--- config.mk ---
export PLATFORM = sky130hd
export DESIGN_NAME = pmc_top
export DESIGN_NICKNAME = d
export VERILOG_FILES = /design/src/rtl/pmc_pkg.sv /design/src/rtl/pmc_top.sv
export SDC_FILE = /design/constraint.sdc
export NUM_CORES = 1
export LEC_CHECK = 0
export BUFFER_PORTS_ARGS = -buffer_cell sky130_fd_sc_hd__buf_2
export CORE_MARGIN = 2
export CORE_UTILIZATION = 28
export DETAILED_ROUTE_END_ITERATION = 10
export GPL_ROUTABILITY_DRIVEN = 0
export HOLD_SLACK_MARGIN = 0.06
export MAX_ROUTING_LAYER = met4
export PLACE_DENSITY = 0.58
export REMOVE_ABC_BUFFERS = 1
export SYNTH_ARGS = -nofsm -noshare
export SYNTH_HDL_FRONTEND = slang
export SYNTH_SLANG_ARGS = --single-unit
--- constraint.sdc ---
create_clock -name clock -period 2.17 [get_ports clock]
set_input_delay 0.3255 -clock clock [delete_from_list [all_inputs] [get_ports clock]]
set_output_delay 0.3255 -clock clock [all_outputs]
set_load 0.005 [all_outputs]
--- src/rtl/pmc_pkg.sv ---
package pmc_pkg;

  // Register bus geometry.
  localparam int ADDR_W = 8;
  localparam int DATA_W = 32;

  // Register byte offsets.
  localparam logic [7:0] OFS_CTRL = 8'h00;
  localparam logic [7:0] OFS_IO_PULL = 8'h04;
  localparam logic [7:0] OFS_REFBUF = 8'h08;
  localparam logic [7:0] OFS_STATUS = 8'h0c;

  // Low-power mode select codes in the control register.
  localparam logic [1:0] SEL_SLEEP = 2'h0;
  localparam logic [1:0] SEL_STOP = 2'h1;
  localparam logic [1:0] SEL_STANDBY = 2'h2;
  localparam logic [1:0] SEL_SHUTDOWN = 2'h3;

  // Reference buffer levels: 2.048 V, 2.5 V and 2.9 V; code 3 is reserved.
  localparam logic [1:0] REF_2V048 = 2'h0;
  localparam logic [1:0] REF_2V5 = 2'h1;
  localparam logic [1:0] REF_2V9 = 2'h2;
  localparam logic [1:0] REF_RESERVED = 2'h3;

  // Status register field positions.
  localparam int ST_MODE = 0;
  localparam int ST_PVD_LOW = 3;
  localparam int ST_BATTERY = 4;
  localparam int ST_PVD_FLAG = 5;
  localparam int ST_CAUSE = 6;

  // Positions inside the synchroniser bank.
  localparam int SY_BOR = 0;
  localparam int SY_PVD = 1;
  localparam int SY_VDD = 2;
  localparam int SY_WAKE = 3;
  localparam int SY_RSTN = 4;
  localparam int SY_W = 5;

  // Last reset cause codes.
  localparam logic [1:0] CAUSE_POWER = 2'h0;
  localparam logic [1:0] CAUSE_PIN = 2'h1;
  localparam logic [1:0] CAUSE_WDG = 2'h2;
  localparam logic [1:0] CAUSE_WAKE = 2'h3;

  typedef enum logic [2:0] {
    MODE_RUN = 3'b000,
    MODE_SLEEP = 3'b001,
    MODE_LPRUN = 3'b010,
    MODE_LPSLEEP = 3'b011,
    MODE_STOP = 3'b100,
    MODE_STANDBY = 3'b101,
    MODE_SHUTDOWN = 3'b110
  } pmc_mode_t;

  typedef struct packed {
    logic io_release;
    logic wake_pol;
    logic wake_en;
    logic charge_req;
    logic [1:0] pvd_edge;
    logic pvd_en;
    logic [1:0] range;
    logic lp_run;
    logic [1:0] lp_sel;
  } pmc_ctrl_t;

  typedef struct packed {
    logic main_regulator;
    logic low_power_regulator;
    logic regulator_hiz;
    logic cpu_clk;
    logic core_clk;
    logic pll;
    logic internal_rc_fast;
    logic fast_crystal_osc;
    logic internal_rc_slow;
    logic supply_drop_reset;
    logic supply_threshold_detector;
    logic io_pull_apply;
  } pmc_power_t;

  // Reset values.
  localparam pmc_ctrl_t CTRL_RST = 12'h008;
  localparam logic [15:0] IO_PULL_RST = 16'h0000;
  localparam logic [1:0] REF_RST = 2'h0;
  localparam logic [SY_W-1:0] SYNC_RST = 5'h14;

  typedef struct packed {
    logic [SY_W-1:0] sync1;
    logic [SY_W-1:0] sync2;
    logic wake_prev;
    logic pvd_prev;
    pmc_mode_t mode;
    pmc_ctrl_t ctrl;
    logic [15:0] io_pull;
    logic [1:0] ref_level;
    logic pvd_flag;
    logic [1:0] cause;
    pmc_power_t pwr;
    logic sys_reset;
    logic pullup_en;
    logic io_analog;
    logic battery;
    logic charge_en;
    logic pvd_irq;
    logic [31:0] rdata;
  } pmc_state_t;

endpackage

--- src/rtl/pmc_top.sv ---
`timescale 1ns/100ps
`default_nettype none

// What this block does
// - Hold reset while supply below drop threshold.
// - Detector interrupt on falling, rising or both.
// - Main regulator in run/sleep, low-power in lp-run/lp-sleep/stop.
// - Standby/shutdown: both regulators off, outputs hi-Z.
// - Start in run; low power only on request.
// - Sleep stops CPU only; interrupt wakes.
// - Low-power sleep only from low-power run.
// - Stop halts core clocks, PLL, fast oscillators.
// - Stop lets peripherals borrow fast RC oscillator.
// - Standby: regulator, PLL, fast oscillators off; reset kept.
// - Standby applies software chosen I/O pulls.
// - Standby exits: pin, watchdog, wake, RTC, crystal.
// - Shutdown drops slow RC and all supervision.
// - Shutdown exits exclude crystal failure.
// - I/Os analog in reset; internal reset drops pull-up.
// - Battery takes over when main supply absent.
// - Charger only while main supply present.
// - No battery exit on interrupts or RTC; only standby/shutdown exits are gated, interrupts still end sleep/stop.
// - Reference buffer offers three selectable levels.
module pmc_top
  import pmc_pkg::*;
(
  input wire logic clock,
  input wire logic srst,
  input wire logic [pmc_pkg::ADDR_W-1:0] addr,
  input wire logic [pmc_pkg::DATA_W-1:0] wdata,
  input wire logic wr,
  input wire logic rd,
  output logic [pmc_pkg::DATA_W-1:0] rdata,
  input wire logic cpu_wait,
  input wire logic irq_event,
  input wire logic wake_clk_req,
  input wire logic independent_watchdog,
  input wire logic rtc_event,
  input wire logic slow_crystal_fail,
  input wire logic supply_low,
  input wire logic detector_low,
  input wire logic supply_present,
  input wire logic wakeup_pin,
  input wire logic external_reset_pin_n,
  output pmc_pkg::pmc_power_t power,
  output pmc_pkg::pmc_mode_t mode,
  output logic [1:0] regulator_range,
  output logic [1:0] reference_level_select,
  output logic [15:0] io_pull,
  output logic system_reset,
  output logic reset_pullup_en,
  output logic io_analog,
  output logic battery_select,
  output logic charge_en,
  output logic detector_irq
);
  import pmc_pkg::*;

  pmc_state_t s;
  pmc_state_t n;

  // Per-mode supply and clock plan; the fast RC request only matters in stop.
  function automatic pmc_power_t pmc_plan(input pmc_mode_t m, input logic rc_req);
    pmc_power_t p;
    p = '0;
    unique case (m)
      MODE_RUN: begin
        p.main_regulator = 1'b1;
        p.cpu_clk = 1'b1;
        p.core_clk = 1'b1;
        p.pll = 1'b1;
        p.internal_rc_fast = 1'b1;
        p.fast_crystal_osc = 1'b1;
      end
      MODE_SLEEP: begin
        p.main_regulator = 1'b1;
        p.core_clk = 1'b1;
        p.pll = 1'b1;
        p.internal_rc_fast = 1'b1;
        p.fast_crystal_osc = 1'b1;
      end
      MODE_LPRUN: begin
        p.low_power_regulator = 1'b1;
        p.cpu_clk = 1'b1;
        p.core_clk = 1'b1;
        p.internal_rc_fast = 1'b1;
      end
      MODE_LPSLEEP: begin
        p.low_power_regulator = 1'b1;
        p.core_clk = 1'b1;
        p.internal_rc_fast = 1'b1;
      end
      // core clocks off, RC on request
      MODE_STOP: begin
        p.low_power_regulator = 1'b1;
        p.internal_rc_fast = rc_req;
      end
      MODE_STANDBY: begin
        p.regulator_hiz = 1'b1;
        p.io_pull_apply = 1'b1;
      end
      // everything but the RTC domain off
      MODE_SHUTDOWN: begin
        p.regulator_hiz = 1'b1;
      end
      default: begin
        p.main_regulator = 1'b1;
      end
    endcase
    // slow RC and drop reset off only in shutdown; threshold detector off in standby too
    p.internal_rc_slow = (m != MODE_SHUTDOWN);
    p.supply_drop_reset = (m != MODE_SHUTDOWN);
    p.supply_threshold_detector = (m != MODE_SHUTDOWN) && (m != MODE_STANDBY);
    return p;
  endfunction

  // Target of a wait instruction for each select code; sleep depends on where the CPU halted.
  // lp-sleep from lp-run
  function automatic pmc_mode_t pmc_lp_target(input logic [1:0] sel, input logic from_lp);
    pmc_mode_t t;
    t = MODE_RUN;
    unique case (sel)
      SEL_SLEEP: begin
        if (from_lp) begin
          t = MODE_LPSLEEP;
        end else begin
          t = MODE_SLEEP;
        end
      end
      SEL_STOP: begin
        t = MODE_STOP;
      end
      SEL_STANDBY: begin
        t = MODE_STANDBY;
      end
      SEL_SHUTDOWN: begin
        t = MODE_SHUTDOWN;
      end
    endcase
    return t;
  endfunction

  logic bor_low;
  logic pvd_low;
  logic vdd_ok;
  logic wake_lvl;
  logic rst_pin_low;
  logic wake_edge;
  logic pvd_event;
  logic exit_event;
  logic hard_reset;
  logic [1:0] hard_cause;

  // Synchronised views of the asynchronous pins and comparators.
  assign bor_low = s.sync2[SY_BOR];
  assign pvd_low = s.sync2[SY_PVD];
  assign vdd_ok = s.sync2[SY_VDD];
  assign wake_lvl = s.sync2[SY_WAKE];
  assign rst_pin_low = ~s.sync2[SY_RSTN];

  // Wake pin edge of the configured polarity; a set polarity bit selects falling.
  assign wake_edge = s.ctrl.wake_en &
    (s.ctrl.wake_pol ? (s.wake_prev & ~wake_lvl) : (~s.wake_prev & wake_lvl));

  assign pvd_event = s.ctrl.pvd_en & s.pwr.supply_threshold_detector &
    ((s.ctrl.pvd_edge[0] & pvd_low & ~s.pvd_prev) |
     (s.ctrl.pvd_edge[1] & ~pvd_low & s.pvd_prev));

  // Exit from standby or shutdown behaves like a reset, since contents are lost.
  // On battery the standby circuitry has no supply to answer with, so wake pin, RTC and crystal-fail exits are gated.
  always_comb begin
    exit_event = 1'b0;
    if (vdd_ok) begin
      if (s.mode == MODE_STANDBY) begin
        exit_event = wake_edge | rtc_event | slow_crystal_fail;
      end
      if (s.mode == MODE_SHUTDOWN) begin
        exit_event = wake_edge | rtc_event;
      end
    end
  end

  // Reset sources, with the supply drop having priority in the cause code.
  // Pin and watchdog resets act in every mode, also while the battery holds the backup domain.
  always_comb begin
    hard_reset = 1'b1;
    hard_cause = CAUSE_POWER;
    if (bor_low && s.pwr.supply_drop_reset) begin
      hard_cause = CAUSE_POWER;
    end else if (rst_pin_low) begin
      hard_cause = CAUSE_PIN;
    end else if (independent_watchdog) begin
      hard_cause = CAUSE_WDG;
    end else if (exit_event) begin
      hard_cause = CAUSE_WAKE;
    end else begin
      hard_reset = 1'b0;
    end
  end

  // Next-state logic for the whole block.
  always_comb begin
    n = s;
    n.sync1 = {external_reset_pin_n, wakeup_pin, supply_present, detector_low, supply_low};
    n.sync2 = s.sync1;
    n.wake_prev = wake_lvl;
    n.pvd_prev = pvd_low;
    n.rdata = '0;

    // Software writes; unmapped offsets are ignored.
    // A status write only clears the detector flag, since the other status bits are read-only.
    if (wr) begin
      unique case (addr)
        OFS_CTRL: n.ctrl = wdata[$bits(pmc_ctrl_t)-1:0];
        OFS_IO_PULL: n.io_pull = wdata[15:0];
        // reserved level code is not stored
        OFS_REFBUF: begin
          if (wdata[1:0] != REF_RESERVED) begin
            n.ref_level = wdata[1:0];
          end
        end
        OFS_STATUS: begin
          if (wdata[ST_PVD_FLAG]) begin
            n.pvd_flag = 1'b0;
          end
        end
        default: ;
      endcase
    end

    if (pvd_event) begin
      n.pvd_flag = 1'b1;
    end

    // Software reads; unmapped offsets return zero.
    // The read word is registered, so it stands for exactly one cycle after the strobe.
    if (rd) begin
      unique case (addr)
        OFS_CTRL: n.rdata = {{(32 - $bits(pmc_ctrl_t)){1'b0}}, s.ctrl};
        OFS_IO_PULL: n.rdata = {16'h0000, s.io_pull};
        OFS_REFBUF: n.rdata = {30'h0, s.ref_level};
        OFS_STATUS: begin
          n.rdata[ST_MODE +: 3] = s.mode;
          n.rdata[ST_PVD_LOW] = pvd_low;
          n.rdata[ST_BATTERY] = s.battery;
          n.rdata[ST_PVD_FLAG] = s.pvd_flag;
          n.rdata[ST_CAUSE +: 2] = s.cause;
        end
        default: n.rdata = '0;
      endcase
    end

    // Mode sequencer.
    unique case (s.mode)
      MODE_RUN: begin
        if (s.ctrl.lp_run) begin
          n.mode = MODE_LPRUN;
        end else if (cpu_wait) begin
          n.mode = pmc_lp_target(s.ctrl.lp_sel, 1'b0);
        end
      end
      // low-power sleep reached from here only
      MODE_LPRUN: begin
        if (!s.ctrl.lp_run) begin
          n.mode = MODE_RUN;
        end else if (cpu_wait) begin
          n.mode = pmc_lp_target(s.ctrl.lp_sel, 1'b1);
        end
      end
      MODE_SLEEP: begin
        if (irq_event) begin
          n.mode = MODE_RUN;
        end
      end
      MODE_LPSLEEP: begin
        if (irq_event) begin
          n.mode = MODE_LPRUN;
        end
      end
      // Stop always wakes into run; a still-set low-power run bit moves on a cycle later.
      // This keeps a single exit path and costs one cycle at the main regulator.
      MODE_STOP: begin
        if (irq_event) begin
          n.mode = MODE_RUN;
        end
      end
      MODE_STANDBY: ;
      MODE_SHUTDOWN: ;
      default: n.mode = MODE_RUN;
    endcase

    // any reset returns to run and loses settings
    n.sys_reset = hard_reset;
    if (hard_reset) begin
      n.mode = MODE_RUN;
      n.ctrl = CTRL_RST;
      n.io_pull = IO_PULL_RST;
      n.ref_level = REF_RST;
      n.pvd_flag = 1'b0;
      n.cause = hard_cause;
    end

    // The plan follows the next mode, so enables change on the same edge as the mode.
    // Without this the power outputs would lag one cycle behind the mode they describe.
    n.pwr = pmc_plan(n.mode, wake_clk_req);
    n.pvd_irq = n.pvd_flag;
    // analog I/Os until software releases them
    n.io_analog = hard_reset | ~n.ctrl.io_release;
    n.pullup_en = ~(hard_reset && (hard_cause != CAUSE_PIN));
    n.battery = ~vdd_ok;
    n.charge_en = n.ctrl.charge_req & vdd_ok;
  end

  // Single state register; the reset state is run with supervision enabled.
  // Synchronisers restart at the pins' idle levels, so no false edge follows reset.
  always_ff @(posedge clock) begin
    if (srst) begin
      s.sync1 <= SYNC_RST;
      s.sync2 <= SYNC_RST;
      s.wake_prev <= 1'b0;
      s.pvd_prev <= 1'b0;
      s.mode <= MODE_RUN;
      s.ctrl <= CTRL_RST;
      s.io_pull <= IO_PULL_RST;
      s.ref_level <= REF_RST;
      s.pvd_flag <= 1'b0;
      s.cause <= CAUSE_POWER;
      s.pwr <= pmc_plan(MODE_RUN, 1'b0);
      s.sys_reset <= 1'b1;
      s.pullup_en <= 1'b0;
      s.io_analog <= 1'b1;
      s.battery <= 1'b0;
      s.charge_en <= 1'b0;
      s.pvd_irq <= 1'b0;
      s.rdata <= '0;
    end else begin
      s <= n;
    end
  end

  // Outputs straight from the state register.
  assign rdata = s.rdata;
  assign power = s.pwr;
  assign mode = s.mode;
  assign regulator_range = s.ctrl.range;
  assign reference_level_select = s.ref_level;
  assign io_pull = s.io_pull;
  assign system_reset = s.sys_reset;
  assign reset_pullup_en = s.pullup_en;
  assign io_analog = s.io_analog;
  assign battery_select = s.battery;
  assign charge_en = s.charge_en;
  assign detector_irq = s.pvd_irq;

endmodule

`default_nettype wire

==> impl_metrics.json <==
{
  "status": "finished clean",
  "avgRoutedWirePerCell_um": 13.1,
  "synth_edf_count": 0,
  "grt_usage_pct": 12.4,
  "fp-row-count": 40,
  "placed_area_um2": 3750,
  "cts_root_buf": "clkbuf_16",
  "arrival_ns": 2.25,
  "postRouteAntennaNets": 0,
  "die_w_um": 116,
  "cts_setup_buffers": 0,
  "fin_setup_tns_ns": 0,
  "path_cells": "inv_1 -> ha_1 -> a21bo_2 -> a2111oi_4 -> nor2_1 -> xor2_1 -> and2_1",
  "fin_worst_skew_ns": 0.00333,
  "worst_pin_slew_ns": 0.558,
  "powerDensity_nw_per_um2": 797,
  "p_leak_uw": 0.00172,
  "drc": 0,
  "cts_buffers": 9,
  "fin_cells": 614,
  "core_um2": 12100,
  "ys_warn_count": 0,
  "dr_total_vias": 2570,
  "gr-usage-met1_pct": 14.3,
  "vdd_drop_max_uv": 349,
  "crit_slowest_cell": "dfxtp_1",
  "cts_tree": "built",
  "drtIter0Drc": 125,
  "layout_common_cells": "buf_2 (95), dfxtp_1 (79), nand2_1 (58), a21oi_1 (38), nor2_1 (34)",
  "grt_max_degree": 26,
  "routed_wl_um": 8020,
  "grt-busiest-layer": "met2",
  "cts_resized": 0,
  "yosysTopAreaCellShare_pct": 45.3,
  "seq_area_frac_synth_pct": 45.3,
  "synth_area_leaders": "dfxtp_1 (45%), buf_4 (15%), nand2_1 (6.2%)",
  "drt-vias-per-instance": 4.19,
  "syn2layout_area_growth_pct": 16.6,
  "critPathTopFamily": "compound AO/OA/AOI/OAI gates",
  "drive_above_1_share_pct": 31.8,
  "async_reset_ff_share_pct": 0,
  "required_ns": 2.40,
  "clock_latency_ns": 0.34,
  "syn-instance-count": 392,
  "worstPathMaxFanout": 7,
  "slew_violations": 0,
  "maxSlewHeadroom_pct": 62.3,
  "synth_top_area_cell": "dfxtp_1",
  "min_path_type": "in -> reg",
  "die_area_um2": 13400,
  "hold_violations": 0,
  "synth_top_flop_cell": "dfxtp_1",
  "hpwl_um": 5870,
  "grt_use_met3_pct": 4.60,
  "grt_pass1_vias": 2411,
  "rsz0062_at_grt": "false",
  "final_common_cell": "buf_2",
  "fmax_mhz": 495,
  "syn_area_um2": 3490,
  "start_kind": "register",
  "antenna_found_initial": 0,
  "dr.pass1.iters": 4,
  "design_area_um2": 4070,
  "clockBufferDepth": 2,
  "clkSlewWorstSetupHoldPaths_ns": 0.06,
  "final_nets": 499,
  "worst-path-buf-inv": 1,
  "antennaDiodeCount": 0,
  "timing.hold.ws_ns": 0.168,
  "fin_crit_ns": 2.02,
  "setup_viol": 0,
  "grt_pass1_wl_um": 12000,
  "critPathMaxStageDelay_ns": 0.39,
  "ys_seq_elements": 79,
  "portBuffers": 95,
  "ios": 128,
  "period_share_pct": 93.2,
  "fp.dieH_um": 116,
  "overflow": 0,
  "cts_max_level": 3,
  "end_kind": "register",
  "place_inst": 598,
  "avgSynthCellArea_um2": 8.91,
  "hold_buffers": 0,
  "cts.sink_count": 79,
  "met2_usage_pct": 19.6,
  "start_util_pct": 28.8,
  "max_cap_viol_count": 0,
  "synth_cell_type_count": 43,
  "criticalPathCategory": "reg -> reg"
}
sequential cells by signal (all words and copies together) (netlist names):
register	count
bor_low	1
mode	3
system_reset	1
power	10
detector_irq	1
regulator_range	2
charge_en	1
rdata	16
reset_pullup_en	1
reference_level_select	2
io_analog	1
n	7
s	16
battery_select	1
io_pull	16
cell usage after synthesis, types with 2 or more instances:
cell / n
buf_1: 2
mux2i_1: 12
a21oi_1: 38
ha_1: 3
nand3b_1: 4
mux2_2: 2
and3_1: 4
nor3_1: 6
nor2b_1: 9
and2_1: 2
xor2_1: 3
or3b_2: 2
buf_2: 5
nor2_1: 34
or2_2: 5
or3_1: 2
nand2_1: 58
nand3_1: 4
o21ai_0: 6
nor4b_1: 5
dfxtp_1: 79
nand4_1: 2
buf_4: 68
a222oi_1: 2
inv_1: 5
clkbuf_1: 9
nor3b_1: 2
buf_6: 3
a21o_2: 2
where the power goes:
group          switching (uW)  internal [uW]  total [uW]
logic                    81.8           64.4         146
clock network             586           1040        1620
registers                7.42           1470        1470
total                     675           2570        3250
cell type report:
class | count | area (um^2)
Clock buffer | 11 | 243
Clock inverter | 5 | 81.3
Multi-Input combinational cell | 236 | 1340
Timing Repair Buffer | 110 | 601
Fill cell | 1281 | 8040
Inverter | 5 | 18.8
Tap cell | 168 | 210
Sequential cell | 79 | 1580
logic make-up (layout without fill, tap and decap cells):
family | count (synthesis) | count (layout) | share of synthesized area [%]
and+or+nand+nor | 144 | 144 | 20.4
xor gates and xnor gates | 3 | 3 | 0.753
adders and majority gates | 3 | 3 | 1.07
AOI/OAI and AO/OA | 56 | 56 | 10.3
muxes | 14 | 14 | 4.08
other | 1 | 16 | 0.107
buffers and inverters | 92 | 131 | 18.0
DFF | 79 | 79 | 45.3
worst paths after layout:
check	cells after the start	start	end	slack, ns
setup / recovery	7	s[71]$_SDFFE_PP0P_	power[9]$_SDFF_PP0_	0.15
hold / removal	2	supply_present	n[90]$_SDFF_PP1_	0.17
setup reg to reg	7	s[71]$_SDFFE_PP0P_	power[9]$_SDFF_PP0_	0.15
hold reg to reg	1	n[90]$_SDFF_PP1_	s[90]$_SDFF_PP1_	0.41
layer usage:
metal  wire length, um  part of all wire [%]
met4               106                   1.3
met2              3830                    48
met5                 0                     0
met1              3510                    44
met3               572                   7.1
per-stage QoR:
| stage | setup slack [ns] | total power, uW | util (%) |
|---|---|---|---|
| 6_report | 0.148 | 3250 | 33.6 |
| 5_1_grt | 0.00709 | 3370 | 33.6 |
| 4_1_cts | 0.148 | 3300 | 33.6 |
| 3_5_place_dp | 0.173 | 1650 | 31.0 |
| 3_3_place_gp | 0.209 | 1650 | 31.0 |
| 2_1_floorplan | 0.0601 | 1560 | - |
Note: power is estimated with default switching activity, not from simulation.
